## config.mk

```make
export PLATFORM = sky130hd
export DESIGN_NAME = apf_ctrl
export DESIGN_NICKNAME = d
export VERILOG_FILES = /design/src/shared/apf_pkg.sv /design/src/shared/apf_seq_if.sv /design/src/hdl/apf_sync.sv /design/src/hdl/apf_seq.sv /design/src/hdl/apf_ctrl.sv
export SDC_FILE = /design/constraint.sdc
export NUM_CORES = 1
export LEC_CHECK = 0
export ABC_AREA = 0
export BUFFER_PORTS_ARGS = -buffer_cell sky130_fd_sc_hd__buf_2
export CAP_MARGIN = 20
export CORE_MARGIN = 4
export CORE_UTILIZATION = 35
export CTS_BUF_LIST = sky130_fd_sc_hd__clkbuf_16
export DETAILED_ROUTE_END_ITERATION = 8
export PLACE_DENSITY_LB_ADDON = 0.25
export SLEW_MARGIN = 0
export SYNTH_ARGS = -nofsm -noshare
export SYNTH_HDL_FRONTEND = slang
export SYNTH_SLANG_ARGS = --single-unit
```

## constraint.sdc

```tcl
create_clock -name ref_clk -period 1.99 [get_ports ref_clk]
set_input_delay 0.398 -clock ref_clk [delete_from_list [all_inputs] [get_ports ref_clk]]
set_output_delay 0.398 -clock ref_clk [all_outputs]
set_load 0.005 [all_outputs]
```

## src/shared/apf_pkg.sv

```systemverilog
/*
 * Constants, field positions and types shared by the converter control block.
 * Assumes a 32-bit APB slave port whose byte address is four times the register index.
 */
`default_nettype none
package apf_pkg;
	localparam int ADDR_W = 10; // Byte address width of the register window.
	localparam int REG_W = 8; // Width of every control register.
	localparam int PORT_W = 8; // Width of the digital input port.
	typedef logic [7:0] apf_idx_t; // Register index type.
	localparam apf_idx_t IDX_CTL0 = 8'h60; // Reserved abort control.
	localparam apf_idx_t IDX_CTL1 = 8'h61; // Reserved special control.
	localparam apf_idx_t IDX_CTL2 = 8'h62; // Power and interrupt control.
	localparam apf_idx_t IDX_CTL3 = 8'h63; // Sequence and freeze control.
	localparam apf_idx_t IDX_CTL4 = 8'h64; // First conversion setup register.
	localparam apf_idx_t IDX_CTL5 = 8'h65; // Second conversion setup register.
	localparam apf_idx_t IDX_STAT = 8'h66; // Conversion status.
	localparam apf_idx_t IDX_TEST = 8'h67; // Converter test register.
	localparam apf_idx_t IDX_PORT = 8'h6F; // Digital input port data.
	localparam logic [REG_W-1:0] CTL_RST = 8'h00; // Reset value of all control registers.
	localparam logic [REG_W-1:0] CTL3_MASK = 8'h0F; // Implemented bits of the freeze control.
	localparam logic [REG_W-1:0] PWR_MASK = 8'h80; // Power-up enable bit alone.
	localparam int CTL2_PWR = 7; // Power-up enable.
	localparam int CTL2_WAIT = 5; // Stop in wait.
	localparam int CTL2_IE = 1; // Sequence complete interrupt enable.
	localparam int CTL2_FLAG = 0; // Sequence done interrupt flag.
	localparam int CTL3_S1C = 3; // Sequence length of one.
	localparam int CTL3_FRZ = 0; // Low bit of the freeze select pair.
	localparam int CTL5_S8C = 6; // Sequence length of eight.
	localparam int CTL5_SCAN = 5; // Continuous sequences.
	localparam int TEST_RST = 7; // Soft reset bit.
	localparam int STAT_SCF = 8; // Sequence complete bit in status.
	localparam int STAT_BUSY = 12; // Sequence active bit in status.
	localparam logic [1:0] FRZ_FINISH = 2'h2; // Finish conversion, then freeze.
	localparam logic [1:0] FRZ_NOW = 2'h3; // Freeze at once.
	localparam logic [3:0] LEN_1 = 4'h1; // One conversion per sequence.
	localparam logic [3:0] LEN_4 = 4'h4; // Four conversions per sequence.
	localparam logic [3:0] LEN_8 = 4'h8; // Eight conversions per sequence.
	localparam int SAMPLE_CYC = 8; // Sample period in clocks.
	localparam int CONV_CYC = 10; // Conversion period in clocks.
	localparam logic [4:0] SAMPLE_LAST = 5'(SAMPLE_CYC - 1); // Last sample count.
	localparam logic [4:0] CONV_LAST = 5'(CONV_CYC - 1); // Last conversion count.
	typedef enum logic [1:0] {SQ_IDLE, SQ_SAMPLE, SQ_CONVERT} apf_seq_e; // Sequencer states.
	// Tells whether a byte address selects the register with the given index.
	function automatic logic apf_hit(input logic [ADDR_W-1:0] a, input apf_idx_t i);
		return a == {i, 2'b00};
	endfunction : apf_hit
endpackage : apf_pkg
`default_nettype wire

```

## src/shared/apf_seq_if.sv

```systemverilog
/*
 * Signals between the register logic and the conversion sequencer.
 * Assumes both ends run on the same clock.
 */
`timescale 1ns/1ps
`default_nettype none
interface apf_seq_if;
	logic start; // Begin a new sequence.
	logic abort; // End any sequence at once.
	logic hold; // Keep all timing where it is.
	logic scan; // Run sequences continuously.
	logic [3:0] len; // Conversions per sequence.
	logic conv_done; // One conversion finished.
	logic seq_done; // Whole sequence finished.
	logic busy; // Sequence active.
	logic sample_start; // First clock of a sample period.
	logic [2:0] done_idx; // Slot of the finished conversion.
	modport seq (input start, abort, hold, scan, len, output conv_done, seq_done, busy, sample_start, done_idx);
	modport ctl (output start, abort, hold, scan, len, input conv_done, seq_done, busy, sample_start, done_idx);
endinterface : apf_seq_if
`default_nettype wire

```

## src/hdl/apf_sync.sv

```systemverilog
/*
 * Two-stage synchroniser for the digital input port pins.
 * Assumes the pins are asynchronous to the clock.
 */
`timescale 1ns/1ps
`default_nettype none
module apf_sync #(
	parameter int W = 8
) (
	input wire logic clk,
	input wire logic rst_n,
	input wire logic [W-1:0] din,
	output logic [W-1:0] dout
);
	// Both stages; only the second stage is read outside.
	typedef struct packed {
		logic [W-1:0] s1;
		logic [W-1:0] s2;
	} apf_sync_s;
	apf_sync_s q, d; // Current and next stages.
	// Shifts the pins through the two stages.
	always_comb begin
		d.s1 = din;
		d.s2 = q.s1;
	end
	// Registers the stages.
	always_ff @(posedge clk or negedge rst_n) begin
		if (!rst_n) begin
			q <= '0;
		end else begin
			q <= d;
		end
	end
	assign dout = q.s2;
endmodule : apf_sync
`default_nettype wire

```

## src/hdl/apf_seq.sv

```systemverilog
/*
 * Conversion sequencer: sample and conversion timing for one sequence.
 * Assumes start, abort and hold come from logic on the same clock.
 */
`timescale 1ns/1ps
`default_nettype none
module apf_seq
	import apf_pkg::*;
(
	input wire logic clk,
	input wire logic rst_n,
	apf_seq_if.seq sq
);
	// All timing state of the sequencer.
	typedef struct packed {
		apf_seq_e st;
		logic [4:0] cnt;
		logic [2:0] idx;
		logic [2:0] didx;
		logic [3:0] len;
		logic scan;
		logic cdone;
		logic sdone;
	} apf_seq_s;
	apf_seq_s q, d; // Current and next state.
	// Steps the timing unless held; a start beats an abort.
	always_comb begin
		d = q;
		d.cdone = 1'b0;
		d.sdone = 1'b0;
		if (sq.start) begin
			d.st = SQ_SAMPLE;
			d.cnt = '0;
			d.idx = '0;
			d.len = sq.len;
			d.scan = sq.scan;
		end else if (sq.abort) begin
			d.st = SQ_IDLE;
			d.cnt = '0;
			d.idx = '0;
		end else if (!sq.hold) begin
			unique case (q.st)
				SQ_IDLE: begin
					d.cnt = '0;
				end
				SQ_SAMPLE: begin
					if (q.cnt == SAMPLE_LAST) begin
						d.st = SQ_CONVERT;
						d.cnt = '0;
					end else begin
						d.cnt = q.cnt + 5'h01;
					end
				end
				SQ_CONVERT: begin
					if (q.cnt == CONV_LAST) begin
						d.cnt = '0;
						d.cdone = 1'b1;
						d.didx = q.idx;
						if ({1'b0, q.idx} == q.len - 4'h1) begin
							d.sdone = 1'b1;
							d.idx = '0;
							d.st = q.scan ? SQ_SAMPLE : SQ_IDLE;
						end else begin
							d.idx = q.idx + 3'h1;
							d.st = SQ_SAMPLE;
						end
					end else begin
						d.cnt = q.cnt + 5'h01;
					end
				end
				default: begin
					d.st = SQ_IDLE;
				end
			endcase
		end
	end
	// Registers the sequencer state.
	always_ff @(posedge clk or negedge rst_n) begin
		if (!rst_n) begin
			q <= '0;
		end else begin
			q <= d;
		end
	end
	assign sq.conv_done = q.cdone;
	assign sq.seq_done = q.sdone;
	assign sq.done_idx = q.didx;
	assign sq.busy = q.st != SQ_IDLE;
	assign sq.sample_start = (q.st == SQ_SAMPLE) && (q.cnt == '0);
endmodule : apf_seq
`default_nettype wire

```

## src/hdl/apf_ctrl.sv

```systemverilog
/*
 * Converter power, freeze, reset and restart control with its APB register file.
 * Assumes stop, wait and freeze come from logic on ref_clk and the port pins are asynchronous.
 */
// Functional notes
// - Stop powers the converter down fully.
// - Wait powers down only with stop-in-wait set.
// - No register access while down for wait.
// - Freeze select: ignore, finish conversion, immediate.
// - Frozen logic holds state, resumes after release.
// - Registers stay accessible while frozen.
// - System reset or test soft-reset bit resets.
// - Soft reset keeps the power-up enable.
// - Reset ends sequence, clears flags and registers.
// - Leaving wait resumes without any reset.
// - Freeze never resets the converter.
// - Power-up enable never reinitialises registers.
// - Setup register write restarts and clears flags.
// - Eight-bit input-only digital port readable.
// - Port reads never disturb a conversion.
// - Each instance owns one register block.
// - Reserved register zero write aborts sequence.
// - Reserved register one ignores writes, special reads.
// - Writes to registers two, three never restart.
// - Sequence done flag is read-only.
// - Power-up enable low powers the converter down.
// - Stop or power-up enable low aborts the sequence; wait only holds it.
// - Power-up enable resets to zero.
`timescale 1ns/1ps
`default_nettype none
module apf_ctrl
	import apf_pkg::*;
(
	input wire logic ref_clk,
	input wire logic rst_n,
	input wire logic psel,
	input wire logic penable,
	input wire logic pwrite,
	input wire logic [ADDR_W-1:0] paddr,
	input wire logic [31:0] pwdata,
	output logic [31:0] prdata,
	output logic pready,
	output logic pslverr,
	input wire logic mcu_stop,
	input wire logic mcu_wait,
	input wire logic debug_freeze_request,
	input wire logic special_mode,
	input wire logic [PORT_W-1:0] digital_input_port,
	output logic analog_power_en,
	output logic digital_clk_en,
	output logic conv_busy
);
	// Whole register and bus state of the block.
	typedef struct packed {
		logic [REG_W-1:0] ctl0;
		logic [REG_W-1:0] ctl2;
		logic [REG_W-1:0] ctl3;
		logic [REG_W-1:0] ctl4;
		logic [REG_W-1:0] ctl5;
		logic [REG_W-1:0] test;
		logic [REG_W-1:0] ccf;
		logic scf;
		logic [31:0] rdata;
		logic ready;
		logic err;
		logic apwr;
		logic dclk;
		logic busy;
	} apf_top_s;
	localparam apf_top_s TOP_RST = '0; // Every field resets to zero.
	apf_top_s q, d; // Current and next state.
	logic [PORT_W-1:0] port_sync; // Synchronised port pins.
	logic wait_dn; // Powered down for wait.
	logic powered; // Digital and analog power allowed.
	logic acc1; // First access cycle of a transfer.
	logic acc2; // Completing access cycle of a transfer.
	logic wr2; // Write that takes effect at this edge.
	logic wr_ctl0; // Write to reserved register zero.
	logic wr_conv; // Write to a setup register.
	logic hit5; // Address selects setup register five.
	logic [REG_W-1:0] c5n; // Register five value for a new sequence.
	logic [1:0] frz_mode; // Selected freeze response.
	logic hold_frz; // Freeze holds the sequencer now.
	logic [32:0] rd_res; // Read validity and data.

	apf_seq_if sq(); // Link to the sequencer.

	// Timing engine of the conversion sequence.
	apf_seq u_seq (
		.clk(ref_clk),
		.rst_n(rst_n),
		.sq(sq)
	);

	// Port pins come from outside the clock domain.
	apf_sync #(
		.W(PORT_W)
	) u_sync (
		.clk(ref_clk),
		.rst_n(rst_n),
		.din(digital_input_port),
		.dout(port_sync)
	);

	// Builds the read word of a register and tells whether the address is mapped.
	function automatic logic [32:0] rd_word(input logic [ADDR_W-1:0] a, input apf_top_s s,
		input logic [PORT_W-1:0] pins, input logic spec, input logic busy, input logic [2:0] di);
		logic [31:0] w;
		w = '0;
		if (apf_hit(a, IDX_CTL0)) begin
			w[REG_W-1:0] = s.ctl0;
		end else if (apf_hit(a, IDX_CTL1)) begin
			return {spec, w};
		end else if (apf_hit(a, IDX_CTL2)) begin
			w[REG_W-1:0] = s.ctl2;
		end else if (apf_hit(a, IDX_CTL3)) begin
			w[REG_W-1:0] = s.ctl3;
		end else if (apf_hit(a, IDX_CTL4)) begin
			w[REG_W-1:0] = s.ctl4;
		end else if (apf_hit(a, IDX_CTL5)) begin
			w[REG_W-1:0] = s.ctl5;
		end else if (apf_hit(a, IDX_STAT)) begin
			w[REG_W-1:0] = s.ccf;
			w[STAT_SCF] = s.scf;
			w[STAT_BUSY-1:STAT_SCF+1] = di;
			w[STAT_BUSY] = busy;
		end else if (apf_hit(a, IDX_TEST)) begin
			w[REG_W-1:0] = s.test;
		end else if (apf_hit(a, IDX_PORT)) begin
			w[PORT_W-1:0] = pins;
		end else begin
			return {1'b0, w};
		end
		return {1'b1, w};
	endfunction : rd_word

	// Power state: stop always, wait only with stop-in-wait, and the enable bit.
	assign wait_dn = mcu_wait & q.ctl2[CTL2_WAIT];
	assign powered = q.ctl2[CTL2_PWR] & ~mcu_stop & ~wait_dn;

	// Bus phases: the answer comes one cycle into the access phase.
	assign acc1 = psel & penable & ~q.ready;
	assign acc2 = psel & penable & q.ready;
	assign wr2 = acc2 & pwrite & ~q.err & ~wait_dn;
	assign wr_ctl0 = wr2 & apf_hit(paddr, IDX_CTL0);
	assign hit5 = apf_hit(paddr, IDX_CTL5);
	assign wr_conv = wr2 & (apf_hit(paddr, IDX_CTL4) | hit5);
	assign c5n = (wr2 & hit5) ? pwdata[REG_W-1:0] : q.ctl5;
	assign rd_res = rd_word(paddr, q, port_sync, special_mode, sq.busy, sq.done_idx);

	// Freeze response from the two select bits.
	assign frz_mode = q.ctl3[CTL3_FRZ+1:CTL3_FRZ];
	assign hold_frz = debug_freeze_request & ((frz_mode == FRZ_NOW) |
		((frz_mode == FRZ_FINISH) & (sq.sample_start | ~sq.busy)));

	// Sequencer control; writes to registers two and three never start it.
	// A restart during stop must not outrun the abort, so only a powered converter starts.
	assign sq.start = wr_conv & powered;
	assign sq.abort = wr_ctl0 | wr_conv | ~q.ctl2[CTL2_PWR] | mcu_stop | q.test[TEST_RST];
	assign sq.hold = wait_dn | hold_frz;
	assign sq.scan = c5n[CTL5_SCAN];
	assign sq.len = c5n[CTL5_S8C] ? LEN_8 : (q.ctl3[CTL3_S1C] ? LEN_1 : LEN_4);

	// Next state: bus answer, register writes, flags, then soft reset.
	always_comb begin
		d = q;
		d.ready = acc1;
		if (acc1) begin
			// Unmapped addresses and accesses while down for wait answer with an error.
			d.err = ~rd_res[32] | wait_dn;
			d.rdata = (rd_res[32] & ~wait_dn) ? rd_res[31:0] : '0;
		end
		if (wr2) begin
			// Register two keeps its flag, register three keeps only its low four bits; registers zero, four, five and test store the byte.
			if (apf_hit(paddr, IDX_CTL0)) begin
				d.ctl0 = pwdata[REG_W-1:0];
			end else if (apf_hit(paddr, IDX_CTL2)) begin
				d.ctl2 = {pwdata[REG_W-1:CTL2_FLAG+1], q.ctl2[CTL2_FLAG]};
			end else if (apf_hit(paddr, IDX_CTL3)) begin
				d.ctl3 = pwdata[REG_W-1:0] & CTL3_MASK;
			end else if (apf_hit(paddr, IDX_CTL4)) begin
				d.ctl4 = pwdata[REG_W-1:0];
			end else if (hit5) begin
				d.ctl5 = pwdata[REG_W-1:0];
			end else if (apf_hit(paddr, IDX_TEST)) begin
				d.test = pwdata[REG_W-1:0];
			end
		end
		// A restart clears the flags; a flag set in the same cycle still wins.
		if (wr_conv) begin
			d.ccf = '0;
			d.scf = 1'b0;
			d.ctl2[CTL2_FLAG] = 1'b0;
		end
		if (sq.conv_done) begin
			d.ccf[sq.done_idx] = 1'b1;
		end
		if (sq.seq_done) begin
			d.scf = 1'b1;
			if (q.ctl2[CTL2_IE]) begin
				d.ctl2[CTL2_FLAG] = 1'b1;
			end
		end
		// Soft reset initialises everything except the power-up enable, and clears itself.
		if (q.test[TEST_RST]) begin
			d.ctl0 = CTL_RST;
			d.ctl2 = CTL_RST | (q.ctl2 & PWR_MASK);
			d.ctl3 = CTL_RST;
			d.ctl4 = CTL_RST;
			d.ctl5 = CTL_RST;
			d.test = CTL_RST;
			d.ccf = '0;
			d.scf = 1'b0;
		end
		// Power outputs; freezing stops the digital clock but keeps the analog bias.
		d.apwr = powered;
		d.dclk = powered & ~hold_frz;
		d.busy = sq.busy;
	end

	// Registers the whole state; system reset clears the power-up enable too.
	always_ff @(posedge ref_clk or negedge rst_n) begin
		if (!rst_n) begin
			q <= TOP_RST;
		end else begin
			q <= d;
		end
	end

	assign prdata = q.rdata;
	assign pready = q.ready;
	assign pslverr = q.err;
	assign analog_power_en = q.apwr;
	assign digital_clk_en = q.dclk;
	assign conv_busy = q.busy;
endmodule : apf_ctrl
`default_nettype wire

```

## Yosys cells after proc, flatten, opt, wreduce, memory -nomap -nowiden

Cells that the tools add are included.

| word-level totals | value |
|---|---|
| flip-flop bits (word level) | 130 |
| latch bits | 0 |
| memory bits (writable) | 0 |
| bits in read-only memories | 0 |
| logic and storage cells | 202 |
| memories kept | 0 |

| operators by class | value |
|---|---|
| add/subtract/negate cells | 3 |
| multiply operators | 0 |
| div/mod/pow operators | 0 |
| order comparisons | 2 |
| equal/unequal tests | 25 |
| shift-type cells | 0 |
| multiplexer cells | 79 |
| bitwise logic cells | 40 |
| reductions and logical operators | 27 |

Operators by type and width:

| operator | count |
|---|---|
| $mux W33 | 10 |
| $mux W8 | 16 |
| $eq A10 B9 Y1 const B | 9 |
| $mux W32 | 2 |
| $mux W57 | 1 |
| $mux W48 | 1 |
| $mux W40 | 1 |
| $mux W5 | 8 |
| $mux W13 | 2 |
| $mux W24 | 1 |
| $mux W10 | 2 |
| $and A1 B1 Y1 | 17 |
| $mux W1 | 16 |
| $mux W16 | 1 |
| $mux W2 | 8 |
| $reduce_bool A2 Y1 | 8 |
| $pmux W5 S3 | 1 |
| $not A1 Y1 | 13 |
| $mux W6 | 2 |
| $reduce_and A4 Y1 | 3 |
| $ne A2 B2 Y1 const B | 5 |
| $reduce_and A5 Y1 | 2 |
| $mux W9 | 1 |
| $or A1 B1 Y1 | 9 |
| other kinds (27) | 37 |

## Longest topological paths before layout

| logic depth | value |
|---|---|
| depth in word-level cells | 13 |
| mapped depth | 7 |

## By module

Synthesis repeated with hierarchy kept, for this count alone.

| second synthesis, totals | value |
|---|---|
| cell total of the unflattened synthesis | 553 |
| area, all modules | 5545.3 um^2 |

Modules (own cells, without submodules):

| module | times used | cells each | area each (um^2) | seq. area each (um^2) |
|---|---|---|---|---|
| apf_ctrl | 1 | 425 | 3943.8 | 1776.7 |
| apf_seq | 1 | 112 | 1201.2 | 500.5 |
| apf_sync | 1 | 16 | 400.4 | 400.4 |

## Worst setup path before layout

No wires, ideal clock.

| timing | value |
|---|---|
| path kind | register to register |
| start point | register u_seq.q[18] (netlist bit) |
| end point | register u_seq.q, in the netlist u_seq.sq.done_idx[0] |
| setup time | 0.125 ns |
| arrival | 1.882 ns |
| data required time | 1.865 ns |
| setup slack | -0.016 ns |
| stages on the path, launching flop included | 8 |
| path buffers | 0 |
| period minus slack after synthesis | 2.006 ns |
| cell sequence | dfrtp_1 inv_1 ha_1 nor2_1 o21ai_1 nor4_2 nand2b_1 mux2_2 |

| between the ends | value |
|---|---|
| word-level cells in the longest chain between the ends | 9 |

RTL lines:

| item | RTL line | RTL |
|---|---|---|
| start: declaration | apf_seq.sv:25 | `apf_seq_s q, d;` |
| start signal: assignment | apf_seq.sv:80 | `q <= '0;` |
| start signal: assignment | apf_seq.sv:82 | `q <= d;` |
| $eq A2 B1 Y1 or $reduce_bool A2 Y1 (tied branches) | apf_seq.sv:89, apf_seq.sv:88 |  |
| $logic_and A1 B1 Y1 or $not A1 Y1 (tied branches) | apf_seq.sv:89, apf_ctrl.sv:154 |  |
| $or A1 B1 Y1 | apf_ctrl.sv:154 | `((frz_mode == FRZ_FINISH) & (sq.sample_start \| ~sq.busy)));` |
| $and A1 B1 Y1 | apf_ctrl.sv:154 |  |
| $or A1 B1 Y1 | apf_ctrl.sv:153 | `assign hold_frz = debug_freeze_request & ((frz_mode == FRZ_NOW) \|` |
| $and A1 B1 Y1 | apf_ctrl.sv:153 |  |
| $or A1 B1 Y1 | apf_ctrl.sv:160 | `assign sq.hold = wait_dn \| hold_frz;` |
| $not A1 Y1 (no line) | - |  |
| $reduce_and A5 Y1 (no line) (*) | - |  |

Mark *: on every way between the ends. The rest lies on a longest branch, timed or not.
A chain may end at the register's enable or synchronous reset.

## Worst setup path in the final report

| timing | value |
|---|---|
| start point | register u_seq.q[18] (netlist bit) |
| end point | register u_seq.q[10] (netlist bit) |

| between the ends | value |
|---|---|
| word-level cells in the longest chain between the ends | 9 |

RTL lines:

| item | RTL line |
|---|---|
| $eq A2 B1 Y1 or $reduce_bool A2 Y1 (tied branches) | apf_seq.sv:89, apf_seq.sv:88 |
| $logic_and A1 B1 Y1 or $not A1 Y1 (tied branches) | apf_seq.sv:89, apf_ctrl.sv:154 |
| $or A1 B1 Y1 | apf_ctrl.sv:154 |
| $and A1 B1 Y1 | apf_ctrl.sv:154 |
| $or A1 B1 Y1 | apf_ctrl.sv:153 |
| $and A1 B1 Y1 | apf_ctrl.sv:153 |
| $or A1 B1 Y1 | apf_ctrl.sv:160 |
| $ne A3 B3 Y1 (no line) | - |
| $reduce_and A3 Y1 (no line) (*) | - |

Marked as above.

==> impl_metrics.ini <==
[setup_path]
r2r-start = u_seq.q[18]
critPathMaxStageDelay_ns = 0.43
critPathRequiredTime_ns = 2.22
start_kind = register
end_kind = register
arrival_ns = 2.18
cp_max_fo = 4
cp_cell_sequence = buf_4 > ha_4 > nand3b_1 > nor4_4 > nor4_4 > buf_4 > mux2i_1 > nor2_1
cp_slowest_cell = nor4_4
startpoint = u_seq.q[18]
worst-setup-path-type = register to register

[placement]
io_buffers = 52
routabilityCongestion = 0.864
place_area_sq_um = 6180
dp_hpwl_um = 11100
pre_cts_ws_ns = -0.220

[timing]
period_share = 0.980
hold_viol = 0
tns_ns = 0
fin_ws_ns = 0.0394
relSlewSlack = 0.658
period_needed_ns = 1.95
slew_viol_final = 0
rsz0062_at_grt = yes
setup_viol = 0
worst_pin_slew_ns = 0.511
clock_skew_ns = 0.0118
fmax_mhz = 513

[grt]
grt_first_pass_wirelength_um = 23400
antenna_found_initial = 0
grt_usage = 0.170
grt_max_degree = 39
grt-ovfl-total = 0
grt_pass1_vias = 4248

[synth]
synth_area_leaders = dfrtp_1 (49%), mux2i_1 (5.0%), buf_4 (4.4%), nor2_1 (4.0%), o21ai_0 (3.9%)
synth_area_sq_um = 5400
ys_async_sr_fraction = 1.00
seq_area_frac_synth = 0.491
avgSynthCellArea_sq_um = 10.0
yosysTopAreaCell = dfrtp_1
synth_commonest_cells = dfrtp_1 (106), nor2_1 (58), nand2_1 (48)
yosys.cell_types.count = 66
synth-edff-count = 0
yosysMostFrequentCell = dfrtp_1
ys_warn_count = 0
ys_ff_latch = 106
synth_top_area_frac = 0.491
synthFlopType = dfrtp_1
syn_inst = 538

[cts]
hold_buffers = 0
clk_pin_slew_worst_paths_ns = 0.07
htreeDepth = 3
cts.sinks = 106
cts_buffers = 9
clk-insertion-delay-late_ns = 0.35
cts_tree = yes
cts_buffer_depth = 2
cts_root_buf = clkbuf_16

[routing]
totalWireLength_um = 14800
ant_nets = 0
drt_iter0_drc = 286
post-route-drc-count = 0
wl_per_cell_um = 17.9
via_per_inst = 5.24
vias = 4341
dr.pass1.iters = 5

[floorplan]
rows = 45
fp.dieW_um = 132
floorplan.die.height_um = 132
die-area_sq_um = 17500
num_io_pins = 96
core-area_sq_um = 15100
initial_core_util = 0.357

[worst_hold_path]
hold_path.class = input pin to asynchronous set/reset pin

[final_layout]
drive_gt1_frac = 0.257
fill_cells = 1469
multi_input_area_sq_um = 2520
seqCellArea_sq_um = 2650
syn2layout_area_growth_pct = 21.1
final_cell_area_sq_um = 6540
nNetsFinal = 705
antenna-diode-count = 0

[job]
maxCapViolCount = 0

[pwr]
leakagePower_nw = 3.04
ir_worst_vdd_mv = 0.401
power_density_nw_per_um2 = 622

[status]
outcome = complete, no violations
[worst paths after layout]
path,end,slack [ns],depth (start not counted)
max,u_seq.q[10],0.04,8
min reg2reg,u_sync.dout[0],0.34,0
max in group asynchronous,q[55],1.39,2
max reg2reg,u_seq.q[10],0.04,8
min,prdata[12],0.02,1
min in group ref_clk,u_sync.d[2],0.15,1
[worst max-delay path: cells and delay by family, from the launching register on]
family / cells / cell delay [ns]
flops: 1 / 0.42
simple gates: 4 / 0.70
mux: 1 / 0.18
fa+ha+maj: 1 / 0.16
buf+inv: 2 / 0.37
[repair_timing]
action | CTS | global route
resized for setup | 2 | 12
endpoints found under the hold margin | 0 | 0
gates cloned | 0 | 0
buffers inserted | 0 | 7
setup endpoints to repair | 8 | 11
pin swaps | 1 | 6
[cells in the final DEF (no fill, tap or decap), drive strengths merged, types with 3 or more instances in the layout]
cell type	synthesis	layout
a21o	4	4
nand4b	6	6
dfrtp	106	106
mux2	7	7
nor2b	13	13
ha	9	9
or3	4	4
o21ai	44	44
nor2	58	58
nand4	4	4
o211ai	3	3
nand3	8	8
clkinv	0	4
a22oi	8	8
a32oi	10	10
a2bb2oi	3	3
and2	5	5
a21oi	31	31
nand2	49	49
o311ai	3	3
mux2i	27	27
inv	13	14
nand2b	7	7
nor3	13	13
a22o	7	7
buf	37	123
nor4b	3	3
clkbuf	16	9
a32o	4	4
conb	1	19
[logic make-up (layout without fill, tap and decap cells)]
group	Yosys count	count (layout)	synth area share
other	1	19	0.000694
buffers and inverters	66	151	0.0702
AND/OR/NAND/NOR	190	190	0.192
flip-flops	106	106	0.491
AO/OA/AOI/OAI	130	130	0.157
adder cells (fa/ha/maj)	9	9	0.0208
multiplexers	34	34	0.0646
XOR/XNOR	2	2	0.00324
[metal layers]
layer / up-vias / share of wire / global-route usage
met5: - / 0 / 0
met4: 0 / 0.019 / 0.0595
met3: 20 / 0.051 / 0.0256
met2: 129 / 0.48 / 0.274
met1: 2111 / 0.45 / 0.236
li1: 2081 / - / -
[registers in the layout (all words and copies together), names as in the netlist, 2 cells and up]
name / cells
frz_mode: 2
u_sync.dout: 8
u_seq.q: 14
u_seq.sq.done_idx: 3
u_sync.d: 8
q: 51
prdata: 13
[where the power goes]
group	total (mW)	internal (mW)	leakage [nW]	switching, mW
logic	0.265	0.0957	1.48	0.170
clock network	1.63	0.834	0.128	0.792
registers	2.18	2.17	1.43	0.00630
[per-stage QoR]
stage               utilization  hold WS [ns]  power, mW  instances
CTS                       0.426        0.0293       4.12        826
detailed placement        0.408         0.336       2.49        811
global route              0.432        0.0555       4.23        829
finish                    0.432        0.0165       4.07        829
floorplan                     -         0.102       2.34        556
global placement          0.408         0.332       2.48        811
[cell type report]
type	count	area share
Tap cell	188	0.0359
Clock inverter	6	0.00554
Timing Repair Buffer	123	0.125
Sequential cell	106	0.405
Inverter	13	0.00746
Clock buffer	9	0.0344
Multi-Input combinational cell	384	0.386
Note: power is estimated with default switching activity, not from simulation.
